==> src/tcp_pkg.sv <==
// Purpose: Shared constants and types for the redriver pin/power control
// Assumes: 40 MHz reference clock, pins sensed through weak pull up/down
// Notes:   Times are kept in their own unit, cycle counts derive from them
package tcp_pkg;

	localparam int CLK_NS     = 25;
	localparam int MS_NS      = 1000000;
	localparam int MS_CYC     = MS_NS / CLK_NS;
	localparam int SETTLE_NS  = 500;
	localparam int SETTLE_CYC = (SETTLE_NS + CLK_NS - 1) / CLK_NS;
	localparam int EXIT_NS    = 1000;
	localparam int EXIT_CYC   = EXIT_NS / CLK_NS;
	localparam int RCFG_MS    = 115;
	localparam int WAKE_MS    = 6;
	localparam int APPLY_MS   = 4;
	localparam int IDLE_MS    = 300;
	localparam int IDLE_MAX_MS = 400;

	// Three-level pin code, the fourth code is never produced
	typedef enum logic [1:0] {
		TRI_LOW  = 2'h0,
		TRI_OPEN = 2'h1,
		TRI_HIGH = 2'h2
	} tcp_tri_t;

	// Gray order along deep -> wake -> active -> saving
	typedef enum logic [1:0] {
		ST_DEEP   = 2'h0,
		ST_WAKE   = 2'h1,
		ST_ACTIVE = 2'h3,
		ST_SAVE   = 2'h2
	} tcp_state_t;

	localparam logic [1:0] EQ_3DB  = 2'h0;
	localparam logic [1:0] EQ_6DB  = 2'h1;
	localparam logic [1:0] EQ_9DB  = 2'h2;
	localparam logic [1:0] DE_0DB  = 2'h0;
	localparam logic [1:0] DE_3P1  = 2'h1;
	localparam logic [1:0] DE_5P3  = 2'h2;
	localparam logic [1:0] SW_0V9  = 2'h0;
	localparam logic [1:0] SW_1V0  = 2'h1;
	localparam logic [1:0] SW_1V1  = 2'h2;

	typedef struct packed {
		logic [1:0] tx_deemphasis_level;
		logic [1:0] tx_output_swing;
	} tcp_tx_prof_t;

	localparam logic [11:0] REG_STATUS = 12'h000;
	localparam logic [11:0] REG_CTRL   = 12'h004;

	localparam int CTRL_RESAMPLE = 0;
	localparam int CTRL_IDLE_LSB = 8;
	localparam int CTRL_IDLE_W   = 10;
	localparam logic [9:0] CTRL_IDLE_RST = 10'h12c;

	localparam int ST_STATE_LSB = 0;
	localparam int ST_LSTB_LSB  = 2;
	localparam int ST_RSTB_LSB  = 4;
	localparam int ST_LLAT_LSB  = 6;
	localparam int ST_RLAT_LSB  = 8;
	localparam int ST_CE_BIT    = 10;
	localparam int ST_TERM_LSB  = 11;

endpackage

==> src/tcp_tick_div.sv <==
// Purpose: Divider giving a one-cycle enable every DIV clocks
// Assumes: DIV of two or more
// Notes:   Paces all millisecond counting of the controller
`timescale 1ns/1ps
`default_nettype none
module tcp_tick_div #(
	parameter int DIV = 40000
) (
	input  wire logic clk,
	input  wire logic rst_n,
	output logic      tick
);
	localparam int CW = $clog2(DIV);

	logic [CW-1:0] cnt_ff;
	logic          tick_ff;

	always_ff @(posedge clk) begin
		if (!rst_n) begin
			cnt_ff  <= '0;
			tick_ff <= 1'b0;
		end else if (cnt_ff == CW'(DIV - 1)) begin
			cnt_ff  <= '0;
			tick_ff <= 1'b1;
		end else begin
			cnt_ff  <= cnt_ff + 1'b1;
			tick_ff <= 1'b0;
		end
	end

	assign tick = tick_ff;
endmodule
`default_nettype wire

==> src/tcp_tern_filt.sv <==
// Purpose: Synchronise and settle one three-level configuration pin
// Assumes: pu_sense/pd_sense read the pin under weak pull-up/pull-down
// Notes:   Code only moves after SETTLE + 1 equal samples in a row
`timescale 1ns/1ps
`default_nettype none
module tcp_tern_filt #(
	parameter int SETTLE = tcp_pkg::SETTLE_CYC
) (
	input  wire logic       clk,
	input  wire logic       rst_n,
	input  wire logic       pu_sense,
	input  wire logic       pd_sense,
	output tcp_pkg::tcp_tri_t code
);
	localparam int CW = $clog2(SETTLE + 1);

	logic [1:0]        meta_ff;
	logic [1:0]        sync_ff;
	tcp_pkg::tcp_tri_t cand_ff;
	tcp_pkg::tcp_tri_t code_ff;
	tcp_pkg::tcp_tri_t dec;
	logic [CW-1:0]     cnt_ff;

	// Driven pins read the same under both pulls, a floating one follows
	// the pull; a contradictory pair is taken as open
	function automatic tcp_pkg::tcp_tri_t decode(input logic [1:0] s);
		unique case (s)
			2'b11:   decode = tcp_pkg::TRI_HIGH;
			2'b00:   decode = tcp_pkg::TRI_LOW;
			default: decode = tcp_pkg::TRI_OPEN;
		endcase
	endfunction

	always_ff @(posedge clk) begin
		if (!rst_n) begin
			meta_ff <= 2'h2;
			sync_ff <= 2'h2;
		end else begin
			meta_ff <= {pu_sense, pd_sense};
			sync_ff <= meta_ff;
		end
	end

	assign dec = decode(sync_ff);

	always_ff @(posedge clk) begin
		if (!rst_n) begin
			cand_ff <= tcp_pkg::TRI_OPEN;
			code_ff <= tcp_pkg::TRI_OPEN;
			cnt_ff  <= '0;
		end else if (dec != cand_ff) begin
			cand_ff <= dec;
			cnt_ff  <= '0;
		end else if (cnt_ff != CW'(SETTLE - 1)) begin
			cnt_ff  <= cnt_ff + 1'b1;
		end else begin
			code_ff <= cand_ff;
		end
	end

	assign code = code_ff;
endmodule
`default_nettype wire

==> src/tcp_ctrl.sv <==
// Purpose: Pin profile decode and power state sequencing for a redriver
// Assumes: Pin senses and link conditions are synchronous to REF_CLK
// Notes:   APB gives status and an idle-time override
// Notes on behaviour
// - Each pin decodes to low, open, high
// - Left pin: A transmit, B receive settings
// - High selects long-trace profile
// - Open selects medium-trace profile
// - Low with other pin up: short-trace profile
// - Right pin: B transmit, A receive settings
// - Both low enters deep saving within 115ms
// - Pin raised leaves deep saving within 1us
// - Settings latched 6ms after wake
// - Later changes latch every 115ms
// - Chip enable low only when both low
// - State from pins and link levels only; an APB resample write and the idle-time register also steer it
// - Active: pass data, termination indication held
// - Saving: channels on, squelch and detect running
// - Deep saving: all terminations open
// - Report far-end termination per transmitter
// - Idle 300ms before entering saving state
`timescale 1ns/1ps
`default_nettype none
module tcp_ctrl #(
	parameter int MS_CYCLES = tcp_pkg::MS_CYC
) (
	input  wire logic                 REF_CLK,
	input  wire logic                 RST_N,
	input  wire logic                 LEFT_SIDE_CONFIG_PIN_PU,
	input  wire logic                 LEFT_SIDE_CONFIG_PIN_PD,
	input  wire logic                 RIGHT_SIDE_CONFIG_PIN_PU,
	input  wire logic                 RIGHT_SIDE_CONFIG_PIN_PD,
	input  wire logic                 LINK_IDLE_A,
	input  wire logic                 LINK_IDLE_B,
	input  wire logic                 FAR_TERM_A,
	input  wire logic                 FAR_TERM_B,
	output logic                      CHIP_EN,
	output tcp_pkg::tcp_state_t       POWER_STATE,
	output logic                      CHAN_EN,
	output logic                      RX_TERM_IND,
	output logic                      TERM_DET_EN,
	output logic                      SQUELCH_DET_EN,
	output logic                      TERM_OPEN,
	output logic [1:0]                TERM_PRESENT,
	output tcp_pkg::tcp_tx_prof_t     CHA_TX_PROFILE,
	output tcp_pkg::tcp_tx_prof_t     CHB_TX_PROFILE,
	output logic [1:0]                CHA_RX_EQUALIZATION_GAIN,
	output logic [1:0]                CHB_RX_EQUALIZATION_GAIN,
	input  wire logic                 PSEL,
	input  wire logic                 PENABLE,
	input  wire logic                 PWRITE,
	input  wire logic [11:0]          PADDR,
	input  wire logic [31:0]          PWDATA,
	output logic [31:0]               PRDATA,
	output logic                      PREADY,
	output logic                      PSLVERR
);
	localparam logic [6:0] RCFG_LAST = 7'(tcp_pkg::RCFG_MS - 1);
	localparam logic [2:0] WAKE_LAST = 3'(tcp_pkg::WAKE_MS - 1);
	localparam int         EXIT_LIM  = tcp_pkg::EXIT_CYC;
	tcp_pkg::tcp_tri_t     left_stb, right_stb, left_lat_ff, right_lat_ff;
	tcp_pkg::tcp_state_t   st_ff, nxt_st;
	tcp_pkg::tcp_tx_prof_t cha_tx_ff, chb_tx_ff;
	logic [1:0]            cha_eq_ff, chb_eq_ff, term_ff;
	logic [6:0]            rcfg_cnt_ff;
	logic [2:0]            wake_cnt_ff;
	logic [9:0]            idle_cnt_ff, idle_ms_ff;
	logic [31:0]           prdata_ff;
	logic                  ms_tick, both_low, ce_ff, resample_ff, pslverr_ff;
	logic                  rcfg_tick, wake_done, idle_all, idle_done, deep_go;
	logic                  latch_en, run_st, addr_hit;
	tcp_tick_div #(.DIV(MS_CYCLES)) u_ms (
		.clk   (REF_CLK),
		.rst_n (RST_N),
		.tick  (ms_tick)
	);

	tcp_tern_filt u_left (
		.clk      (REF_CLK),
		.rst_n    (RST_N),
		.pu_sense (LEFT_SIDE_CONFIG_PIN_PU),
		.pd_sense (LEFT_SIDE_CONFIG_PIN_PD),
		.code     (left_stb)
	);

	tcp_tern_filt u_right (
		.clk      (REF_CLK),
		.rst_n    (RST_N),
		.pu_sense (RIGHT_SIDE_CONFIG_PIN_PU),
		.pd_sense (RIGHT_SIDE_CONFIG_PIN_PD),
		.code     (right_stb)
	);

	function automatic tcp_pkg::tcp_tx_prof_t tx_prof(
		input tcp_pkg::tcp_tri_t c);
		unique case (c)
			tcp_pkg::TRI_HIGH: tx_prof = {tcp_pkg::DE_5P3, tcp_pkg::SW_1V1};
			tcp_pkg::TRI_LOW:  tx_prof = {tcp_pkg::DE_0DB, tcp_pkg::SW_0V9};
			default:           tx_prof = {tcp_pkg::DE_3P1, tcp_pkg::SW_1V0};
		endcase
	endfunction
	function automatic logic [1:0] rx_eq(input tcp_pkg::tcp_tri_t c);
		unique case (c)
			tcp_pkg::TRI_HIGH: rx_eq = tcp_pkg::EQ_9DB;
			tcp_pkg::TRI_LOW:  rx_eq = tcp_pkg::EQ_3DB;
			default:           rx_eq = tcp_pkg::EQ_6DB;
		endcase
	endfunction
	// Link power commands are never decoded, only line levels matter
	assign both_low  = (left_stb == tcp_pkg::TRI_LOW) &&
		(right_stb == tcp_pkg::TRI_LOW);
	assign run_st    = (st_ff == tcp_pkg::ST_ACTIVE) ||
		(st_ff == tcp_pkg::ST_SAVE);
	assign rcfg_tick = ms_tick && (rcfg_cnt_ff == RCFG_LAST);
	assign wake_done = ms_tick && (wake_cnt_ff == WAKE_LAST);
	assign idle_all  = LINK_IDLE_A && LINK_IDLE_B;
	assign idle_done = ms_tick && idle_all &&
		(idle_cnt_ff == idle_ms_ff - 10'h001);
	assign deep_go   = run_st && (rcfg_tick || resample_ff) && both_low;
	assign latch_en  = !both_low && ((st_ff == tcp_pkg::ST_WAKE &&
		wake_done) || (run_st && (rcfg_tick || resample_ff)));

	always_ff @(posedge REF_CLK) begin
		if (!RST_N)
			ce_ff <= 1'b1;
		else
			ce_ff <= !both_low;
	end

	// Periodic reconfiguration window, restarted by every wake-up
	always_ff @(posedge REF_CLK) begin
		if (!RST_N || !run_st)
			rcfg_cnt_ff <= '0;
		else if (rcfg_tick)
			rcfg_cnt_ff <= '0;
		else if (ms_tick)
			rcfg_cnt_ff <= rcfg_cnt_ff + 7'h01;
	end

	always_ff @(posedge REF_CLK) begin
		if (!RST_N || st_ff != tcp_pkg::ST_WAKE)
			wake_cnt_ff <= '0;
		else if (ms_tick)
			wake_cnt_ff <= wake_cnt_ff + 3'h1;
	end

	always_ff @(posedge REF_CLK) begin
		if (!RST_N || !idle_all || st_ff != tcp_pkg::ST_ACTIVE)
			idle_cnt_ff <= '0;
		else if (ms_tick && !idle_done)
			idle_cnt_ff <= idle_cnt_ff + 10'h001;
	end

	always_comb begin
		nxt_st = st_ff;
		unique case (st_ff)
			tcp_pkg::ST_DEEP:
				if (!both_low)
					nxt_st = tcp_pkg::ST_WAKE;
			tcp_pkg::ST_WAKE:
				if (wake_done)
					nxt_st = both_low ? tcp_pkg::ST_DEEP :
						tcp_pkg::ST_ACTIVE;
			tcp_pkg::ST_ACTIVE:
				if (deep_go)
					nxt_st = tcp_pkg::ST_DEEP;
				else if (idle_done)
					nxt_st = tcp_pkg::ST_SAVE;
			tcp_pkg::ST_SAVE:
				if (deep_go)
					nxt_st = tcp_pkg::ST_DEEP;
				else if (!idle_all && (|term_ff))
					nxt_st = tcp_pkg::ST_ACTIVE;
		endcase
	end

	always_ff @(posedge REF_CLK) begin
		if (!RST_N)
			st_ff <= tcp_pkg::ST_ACTIVE;
		else
			st_ff <= nxt_st;
	end

	// Reset starts at the medium profile until the first latch
	always_ff @(posedge REF_CLK) begin
		if (!RST_N) begin
			left_lat_ff  <= tcp_pkg::TRI_OPEN;
			right_lat_ff <= tcp_pkg::TRI_OPEN;
		end else if (latch_en) begin
			left_lat_ff  <= left_stb;
			right_lat_ff <= right_stb;
		end
	end

	always_ff @(posedge REF_CLK) begin
		if (!RST_N) begin
			cha_tx_ff <= tx_prof(tcp_pkg::TRI_OPEN);
			chb_tx_ff <= tx_prof(tcp_pkg::TRI_OPEN);
			cha_eq_ff <= tcp_pkg::EQ_6DB;
			chb_eq_ff <= tcp_pkg::EQ_6DB;
		end else begin
			cha_tx_ff <= tx_prof(left_lat_ff);
			chb_eq_ff <= rx_eq(left_lat_ff);
			chb_tx_ff <= tx_prof(right_lat_ff);
			cha_eq_ff <= rx_eq(right_lat_ff);
		end
	end

	// Detection result only refreshes while the detector runs
	always_ff @(posedge REF_CLK) begin
		if (!RST_N || st_ff == tcp_pkg::ST_DEEP)
			term_ff <= 2'h0;
		else if (st_ff == tcp_pkg::ST_SAVE)
			term_ff <= {FAR_TERM_B, FAR_TERM_A};
	end

	assign CHIP_EN        = ce_ff;
	assign POWER_STATE    = st_ff;
	assign CHAN_EN        = st_ff != tcp_pkg::ST_DEEP;
	assign RX_TERM_IND    = (st_ff == tcp_pkg::ST_ACTIVE) ||
		(st_ff == tcp_pkg::ST_WAKE) ||
		(st_ff == tcp_pkg::ST_SAVE && (|term_ff));
	assign TERM_DET_EN    = st_ff == tcp_pkg::ST_SAVE;
	assign SQUELCH_DET_EN = st_ff == tcp_pkg::ST_SAVE;
	assign TERM_OPEN      = st_ff == tcp_pkg::ST_DEEP;
	assign TERM_PRESENT   = term_ff;
	assign CHA_TX_PROFILE = cha_tx_ff;
	assign CHB_TX_PROFILE = chb_tx_ff;
	assign CHA_RX_EQUALIZATION_GAIN = cha_eq_ff;
	assign CHB_RX_EQUALIZATION_GAIN = chb_eq_ff;

	// APB slave: read data and error are formed in the setup cycle
	assign addr_hit = (PADDR == tcp_pkg::REG_STATUS) ||
		(PADDR == tcp_pkg::REG_CTRL);

	always_ff @(posedge REF_CLK) begin
		if (!RST_N) begin
			prdata_ff  <= '0;
			pslverr_ff <= 1'b0;
		end else if (PSEL && !PENABLE) begin
			pslverr_ff <= !addr_hit;
			prdata_ff  <= '0;
			if (PADDR == tcp_pkg::REG_STATUS && !PWRITE) begin
				prdata_ff[tcp_pkg::ST_STATE_LSB +: 2] <= st_ff;
				prdata_ff[tcp_pkg::ST_LSTB_LSB +: 2]  <= left_stb;
				prdata_ff[tcp_pkg::ST_RSTB_LSB +: 2]  <= right_stb;
				prdata_ff[tcp_pkg::ST_LLAT_LSB +: 2]  <= left_lat_ff;
				prdata_ff[tcp_pkg::ST_RLAT_LSB +: 2]  <= right_lat_ff;
				prdata_ff[tcp_pkg::ST_CE_BIT]         <= ce_ff;
				prdata_ff[tcp_pkg::ST_TERM_LSB +: 2]  <= term_ff;
			end else if (PADDR == tcp_pkg::REG_CTRL && !PWRITE) begin
				prdata_ff[tcp_pkg::CTRL_IDLE_LSB +: tcp_pkg::CTRL_IDLE_W]
					<= idle_ms_ff;
			end
		end
	end

	// Zero idle time would wrap to a match only after 1024ms, so it is refused
	always_ff @(posedge REF_CLK) begin
		if (!RST_N) begin
			idle_ms_ff  <= tcp_pkg::CTRL_IDLE_RST;
			resample_ff <= 1'b0;
		end else begin
			resample_ff <= 1'b0;
			if (PSEL && PENABLE && PWRITE &&
				PADDR == tcp_pkg::REG_CTRL) begin
				resample_ff <= PWDATA[tcp_pkg::CTRL_RESAMPLE];
				if (|PWDATA[tcp_pkg::CTRL_IDLE_LSB +: tcp_pkg::CTRL_IDLE_W])
					idle_ms_ff <= PWDATA[tcp_pkg::CTRL_IDLE_LSB +:
						tcp_pkg::CTRL_IDLE_W];
			end
		end
	end
	assign PRDATA  = prdata_ff;
	assign PREADY  = 1'b1;
	assign PSLVERR = pslverr_ff;
endmodule
`default_nettype wire

==> config.mk <==
export PLATFORM = sky130hd
export DESIGN_NAME = tcp_ctrl
export DESIGN_NICKNAME = d
export VERILOG_FILES = /design/src/tcp_pkg.sv /design/src/tcp_tick_div.sv /design/src/tcp_tern_filt.sv /design/src/tcp_ctrl.sv
export SDC_FILE = /design/constraint.sdc
export NUM_CORES = 1
export LEC_CHECK = 0
export BUFFER_PORTS_ARGS = -buffer_cell sky130_fd_sc_hd__buf_2
export CAP_MARGIN = 15
export CORE_ASPECT_RATIO = 1.2
export CORE_UTILIZATION = 40
export DETAILED_ROUTE_END_ITERATION = 12
export PLACE_DENSITY = 0.72
export SETUP_SLACK_MARGIN = 0.02
export SYNTH_ARGS = -nofsm -noshare
export SYNTH_HDL_FRONTEND = slang
export SYNTH_SLANG_ARGS = --single-unit
==> constraint.sdc <==
create_clock -name REF_CLK -period 4.3 [get_ports REF_CLK]
set_input_delay 0.215 -clock REF_CLK [delete_from_list [all_inputs] [get_ports REF_CLK]]
set_output_delay 0.215 -clock REF_CLK [all_outputs]
set_load 0.02 [all_outputs]
==> results of run 1 <==
Yosys cell counts (3+ instances only):
master    count  area [sq um]
a211oi_1      3          22.5
a21oi_1      15          75.1
a222oi_1      5          50.1
a22oi_1      14           105
and2_1        9          56.3
and3_1       13          81.3
buf_4        25           188
clkbuf_1     20          75.1
dfxtp_1     106          2120
ha_1         11           138
inv_1        12          45.0
mux2i_1      23           230
nand2_1      45           169
nand2b_1     14          87.6
nand3_1      30           150
nand4_1      13          81.3
nor2_1       82           308
nor3_1       14          70.1
nor3b_1       3          22.5
nor4_1       11          68.8
o211ai_1      9          67.6
or2_2         3          18.8
xnor2_1      22           193
xor2_1       25           219
metrics by stage:
stage                     total power [mW]  hold WS (ns)  utilization [%]  instance area, sq um
after floorplan                       1.09         0.316                -                  5000
after global placement                1.10         0.389             43.9                  5310
after detailed placement              1.11         0.396             43.9                  5310
after CTS                             1.89        0.0546             46.2                  5600
after global routing                  1.94        0.0718             46.2                  5600
final                                 1.88        0.0528             46.2                  5600
where the power goes:
part	switching (mW)	internal (mW)	total (mW)	leakage, nW
sequential	0.00830	0.994	1.00	0.858
clock	0.343	0.450	0.793	0.136
combinational	0.0541	0.0287	0.0828	1.22
state kept, by name (all words and copies together) (netlist names), 3 cells and up:
| register | cells |
|---|---|
| wake_cnt_ff | 3 |
| idle_cnt_ff | 10 |
| PRDATA | 18 |
| rcfg_cnt_ff | 7 |
| u_left.cnt_ff | 5 |
| u_ms.cnt_ff | 16 |
| idle_ms_ff | 10 |
| u_right.cnt_ff | 5 |
logic make-up after synthesis:
family | after synthesis
AOI/OAI and AO/OA | 61
xor gates and xnor gates | 47
adders and majority gates | 11
buffers and inverters | 62
DFF | 106
muxes | 23
other | 2
and+or+nand+nor | 251
layer usage:
metal	share of wire [%]	up-vias	GRT usage (%)
li1	-	2019	-
met1	43	1944	19.6
met2	50	119	30.8
met3	5.6	14	2.15
met4	1.7	0	7.34
met5	0	-	0
cells in the final DEF, fill, tap and decap left out, types with 5 or more instances in the layout:
master and n:
and2_1 9, ha_1 11, a22oi_1 14, clkbuf_16 9, nand2_1 45, conb_1 15, xor2_1 25, inv_1 12
a21oi_1 15, o211ai_1 9, nand4_1 13, buf_2 76, nor2_1 82, nand3_1 30, nor4_1 11, a222oi_1 5
dfxtp_1 106, and3_1 13, mux2i_1 23, nand2b_1 14, xnor2_1 22, nor3_1 14
critical path, stage by stage (launching register included):
cell       delay [ns]
dfxtp_1          0.37
inv_1            0.08
ha_1             0.23
nor4b_4          0.36
xnor2_1          0.13
or4_4            0.44
a2111oi_4        0.96
nand2b_1         0.13
a41o_1           0.26
worst paths after layout:
| kind | start | endpoint | slack, ns | cells after the start |
|---|---|---|---|---|
| max | idle_ms_ff[0] | POWER_STATE[0] | 1.23 | 8 |
| max reg2reg | idle_ms_ff[0] | POWER_STATE[0] | 1.23 | 8 |
| min reg2reg | u_left.meta_ff[1] | u_left.sync_ff[1] | 0.41 | 1 |
| min | LEFT_SIDE_CONFIG_PIN_PU | u_left.meta_ff[1] | 0.05 | 2 |
layout make-up:
class | count | area (sq um)
clock buffer | 11 | 233
clock inverter | 4 | 51.3
fill | 1170 | 6510
inverter | 13 | 48.8
multi-input combinational | 408 | 2550
sequential | 106 | 2120
tap | 161 | 201
timing repair buffer | 78 | 395
==> impl_metrics.yaml, run 1 <==
synthesis:
  async_flop_share_pct: 0
  yosys.area_share.simple_pct: 25.1
  synth_area_sq_um: 4950
  synth_xor_area_share_pct: 8.31
  synthCells: 563
  synth_edf_count: 0
  postSynthAreaPerCell_sq_um: 8.80
  synthAdderAreaFrac_pct: 2.78
  ys.warnings.count: 0
  yosysSeqAreaShare_pct: 42.8
  synth_compound_area_share_pct: 9.32
  synth_top_family_by_area: "simple AND/OR/NAND/NOR gates"
  ys.flop_type: "dfxtp_1"
  synth-seq-cells: 106
  muxShareOfSynthArea_pct: 4.65
  ys_types: 50
clock_tree:
  htreeDepth: 3
  numCtsBuffers: 9
  cts_buffer_depth: 2
  cts_hold_buffers: 0
  post_cts_buffers: 0
  ctsResizeCount: 0
  cts.clk_slew.worst_paths_ns: 0.07
  root_buffer: "clkbuf_16"
  cts_tree: "yes"
  clkSinkCount: 106
  clock_latency_ns: 0.33
placed_design:
  routabilityCongestion: 0.846
  io_buffer_count: 76
  dp_hpwl_mm: 7.77
  dp_slack_ns: 1.24
  dp.cells: 766
route:
  initialDrtViolationCount: 234
  ant_nets: 0
  vias: 4096
  wire_per_inst_um: 13.7
  routed_wl_mm: 10.7
  vias_per_cell: 5.24
  dr.pass1.iters: 4
  post-route-drc-count: 0
floorplanning:
  die_y_um: 124
  start_util_pct: 40.9
  core_area_sq_um: 12100
  ioPinCount: 113
  die_area_sq_um: 12800
  dieWidth_um: 104
  rows: 44
timing:
  fin_crit_sh_pct: 71.4
  maxSlewHeadroom_pct: 23.2
  min_period_ns: 3.07
  tns_ns: 0
  final.setup.worst_slack_ns: 1.23
  tightest_slew_ns: 1.14
  rsz0062_at_grt: "no"
  slew_violations: 0
  fin_skew_ns: 0.00654
  fmaxAchievable_ghz: 0.326
  setup_viol: 0
  hold_viol_final: 0
pwr:
  ir_drop_mv: 0.184
  power.density_nw_per_um2: 335
  total_leakage_power_nw: 2.21
cells_and_area:
  drive_gt1_share_pct: 15.8
  num_antenna_cells: 0
  area_growth_pct: 13.0
  finalNetCount: 684
  fin_cells: 781
status:
  status: "complete, no violations"
run:
  maxCapViolations: 0
global_routing:
  grt_pass1_wl_mm: 17.6
  antenna_found_initial: 0
  grt-ovfl-total: 0
  grt_max_degree: 34
  grtUsageTotal_pct: 16.7
  grt_pass1_vias: 3851
setup_path:
  worstSetupPathType: "flop to flop"
  critPathMaxFanout: 13
  crit_arrival_ns: 3.30
  crit_path_start_kind: "flop"
  end_kind: "flop"
  required_ns: 4.53
worst_hold_path:
  hold_class: "primary input to flop"
No activity file was read; power rests on OpenSTA's default activity.
==> run 2, diff against run 1 <==
--- a/config.mk
+++ b/config.mk
@@ -5,6 +5,7 @@
 export SDC_FILE = /design/constraint.sdc
 export NUM_CORES = 1
 export LEC_CHECK = 0
+export ABC_AREA = 1
 export BUFFER_PORTS_ARGS = -buffer_cell sky130_fd_sc_hd__buf_2
 export CAP_MARGIN = 15
 export CORE_ASPECT_RATIO = 1.2
==> constraint.sdc (replaced) <==
create_clock -name REF_CLK -period 2.95 [get_ports REF_CLK]
set_input_delay 0.1475 -clock REF_CLK [delete_from_list [all_inputs] [get_ports REF_CLK]]
set_output_delay 0.1475 -clock REF_CLK [all_outputs]
set_load 0.02 [all_outputs]
==> impl_metrics.yaml, run 2 <==
floorplanning:
  die_area_sq_um: 13200
  die_y_um: 126
  start_util_pct: 41.4
  dieWidth_um: 105
  rows: 44
  ioPinCount: 113
  core_area_sq_um: 12300
synthesis:
  yosysMostFrequentCell: "nand2_1"
  ys_top_cells_by_area: "dfxtp_1 (42%), nand2_1 (9.4%), inv_1 (5.6%)"
  synth-seq-cells: 106
  yosysSeqAreaShare_pct: 41.7
  ys_types: 38
  ys.flop_type: "dfxtp_1"
  synthAdderAreaFrac_pct: 2.70
  synthCells: 693
  postSynthAreaPerCell_sq_um: 7.34
  synth_area_sq_um: 5090
  synth_edf_count: 0
  synth_top_area_share_pct: 41.7
  ys.warnings.count: 0
  async_flop_share_pct: 0
  synth_top_family_by_area: "simple AND/OR/NAND/NOR gates"
  muxShareOfSynthArea_pct: 0
  synth_compound_area_share_pct: 10.1
  yosys.area_share.simple_pct: 27.8
  synth_xor_area_share_pct: 5.85
  synthTopCellsByCount: "nand2_1 (128), dfxtp_1 (106), inv_1 (76)"
  synth_top_area_cell: "dfxtp_1"
timing:
  tightest_slew_ns: 0.846
  fmaxAchievable_ghz: 0.445
  hold_viol_final: 0
  fin_crit_sh_pct: 76.2
  maxSlewHeadroom_pct: 43.5
  setup_viol: 0
  tns_ns: 0
  min_period_ns: 2.25
  rsz0062_at_grt: "no"
  slew_violations: 0
  fin_skew_ns: 0.00819
  final.setup.worst_slack_ns: 0.703
  holdWs_ns: 0.0149
placed_design:
  dp_slack_ns: 0.791
  place_area_sq_um: 5490
  dp_hpwl_mm: 7.93
  io_buffer_count: 76
  routabilityCongestion: 0.819
route:
  post-route-drc-count: 0
  initialDrtViolationCount: 178
  routed_wl_mm: 11.0
  ant_nets: 0
  vias_per_cell: 4.80
  vias: 4442
  wire_per_inst_um: 11.9
  dr.pass1.iters: 4
cells_and_area:
  finalNetCount: 827
  num_antenna_cells: 0
  area_growth_pct: 14.1
  final_cell_mix: "nand2_1 (128), dfxtp_1 (106), inv_1 (76), buf_2 (76), nor2_1 (70)"
  largest_reg_flops: 18
  drive_gt1_share_pct: 17.3
  final_common_cell: "nand2_1"
  design_area_sq_um: 5800
clock_tree:
  cts_buffer_depth: 2
  cts.clk_slew.worst_paths_ns: 0.07
  root_buffer: "clkbuf_16"
  clock_latency_ns: 0.35
  post_cts_buffers: 0
  htreeDepth: 3
  cts_tree: "yes"
  numCtsBuffers: 9
  clkSinkCount: 106
setup_path:
  crit_path_top_delay_cell: "dfxtp_1"
  end_kind: "flop"
  required_ns: 3.19
  cp_cell_sequence: "inv_2, ha_1, nand2_1, inv_1, nor2_1, nand3_1, nor2_1, nand2_1, nor2_2, nand3_2, nand2_2, inv_1, nor2_1, nor2_1"
  worstSetupPathType: "flop to flop"
  reg2reg_slack_ns: 0.70
  r2r-start: "idle_ms_ff[0]"
  crit_arrival_ns: 2.49
  worstReg2RegEnd: "idle_cnt_ff[1]"
  crit_path_start_kind: "flop"
  critPathMaxFanout: 11
  r2r_cells: 14
  max_stage_delay_ns: 0.40
  path_common_cell: "nor2_1"
global_routing:
  grt_pass1_wl_mm: 18.5
  grt-ovfl-total: 0
  grt_max_degree: 29
  grtUsageTotal_pct: 17.3
  antenna_found_initial: 0
  grt_pass1_vias: 4090
pwr:
  ir_drop_mv: 0.257
  total_leakage_power_nw: 2.60
  power.density_nw_per_um2: 541
  p_total_mw: 3.14
run:
  maxCapViolations: 0
worst_hold_path:
  hold_start: "RIGHT_SIDE_CONFIG_PIN_PU"
  whs_endpoint: "u_right.meta_ff[1]"
  holdPathStages: 2
  hold_class: "primary input to flop"
status:
  status: "complete, no violations"
run 2: cell count changes in the layout (fill, tap and decap cells not counted), sizes merged, moves of 12 or more:
cell    previous run  this run
a21oi             15        50
nand2b            14         0
o21ai              2        32
xnor2             22        10
nand3             30        58
inv               13        88
a22oi             14         0
nand2             45       132
mux2i             23         0
run 2: how the worst max path moves through the flow:
stage | start | end | slack [ns] | cells past startpoint
finish | idle_ms_ff[0] | idle_cnt_ff[1] | 0.70 | 14
global route | idle_ms_ff[0] | idle_cnt_ff[1] | 0.49 | 14
CTS | idle_ms_ff[0] | idle_cnt_ff[1] | 0.73 | 14
detailed placement | idle_ms_ff[0] | idle_cnt_ff[1] | 0.79 | 14
global placement | idle_ms_ff[0] | idle_cnt_ff[0] | 0.81 | 14
floorplan | POWER_STATE[1] | POWER_STATE[1] | 1.16 | 9
run 2: cells by family (layout without fill, tap and decap cells):
| family | Yosys count | after routing |
|---|---|---|
| AOI/OAI and AO/OA | 96 | 96 |
| adders and majority gates | 11 | 11 |
| DFF | 106 | 106 |
| other | 2 | 15 |
| and+or+nand+nor | 316 | 316 |
| buffers and inverters | 128 | 186 |
| xor gates and xnor gates | 34 | 34 |
run 2: final cells by class:
cell class / instances / area [sq um]
clock inverter: 7 / 61.3
tap: 161 / 201
sequential: 106 / 2120
clock buffer: 9 / 225
multi-input combinational: 472 / 2420
timing repair buffer: 84 / 448
inverter: 86 / 323
fill: 1231 / 6470
run 2: stage by stage:
step,cells,utilization (%)
4_1_cts,925,47.3
5_1_grt,925,47.3
6_report,925,47.3
2_1_floorplan,706,-
3_5_place_dp,906,44.7
3_3_place_gp,906,44.7
run 2: power by group:
part           internal (mW)  leakage [nW]  switching [mW]
Sequential              1.48         0.860          0.0604
Combinational          0.148          1.60           0.285
Clock                  0.590         0.140           0.579
run 2: routing by layer:
metal  global-route usage [%]  routed length (um)  up-vias
li1                         -                   -     2319
met1                     21.7                5140     2036
met2                     30.0                5410       78
met3                     3.02                 330        9
met4                     5.63                 107        0
met5                        0                   0        -
run 2: critical path: cells and delay by family (launching register included):
kind / cells / cell delay (ns)
DFF: 1 / 0.40
and+or+nand+nor: 10 / 1.23
buffers and inverters: 3 / 0.19
adders and majority gates: 1 / 0.32
run 2: what timing repair did:
| action | 4_1_cts | 5_1_grt |
|---|---|---|
| hold buffers | 3 | 0 |
| endpoints found under the hold margin | 3 | 0 |
| gates resized for setup | 0 | 0 |
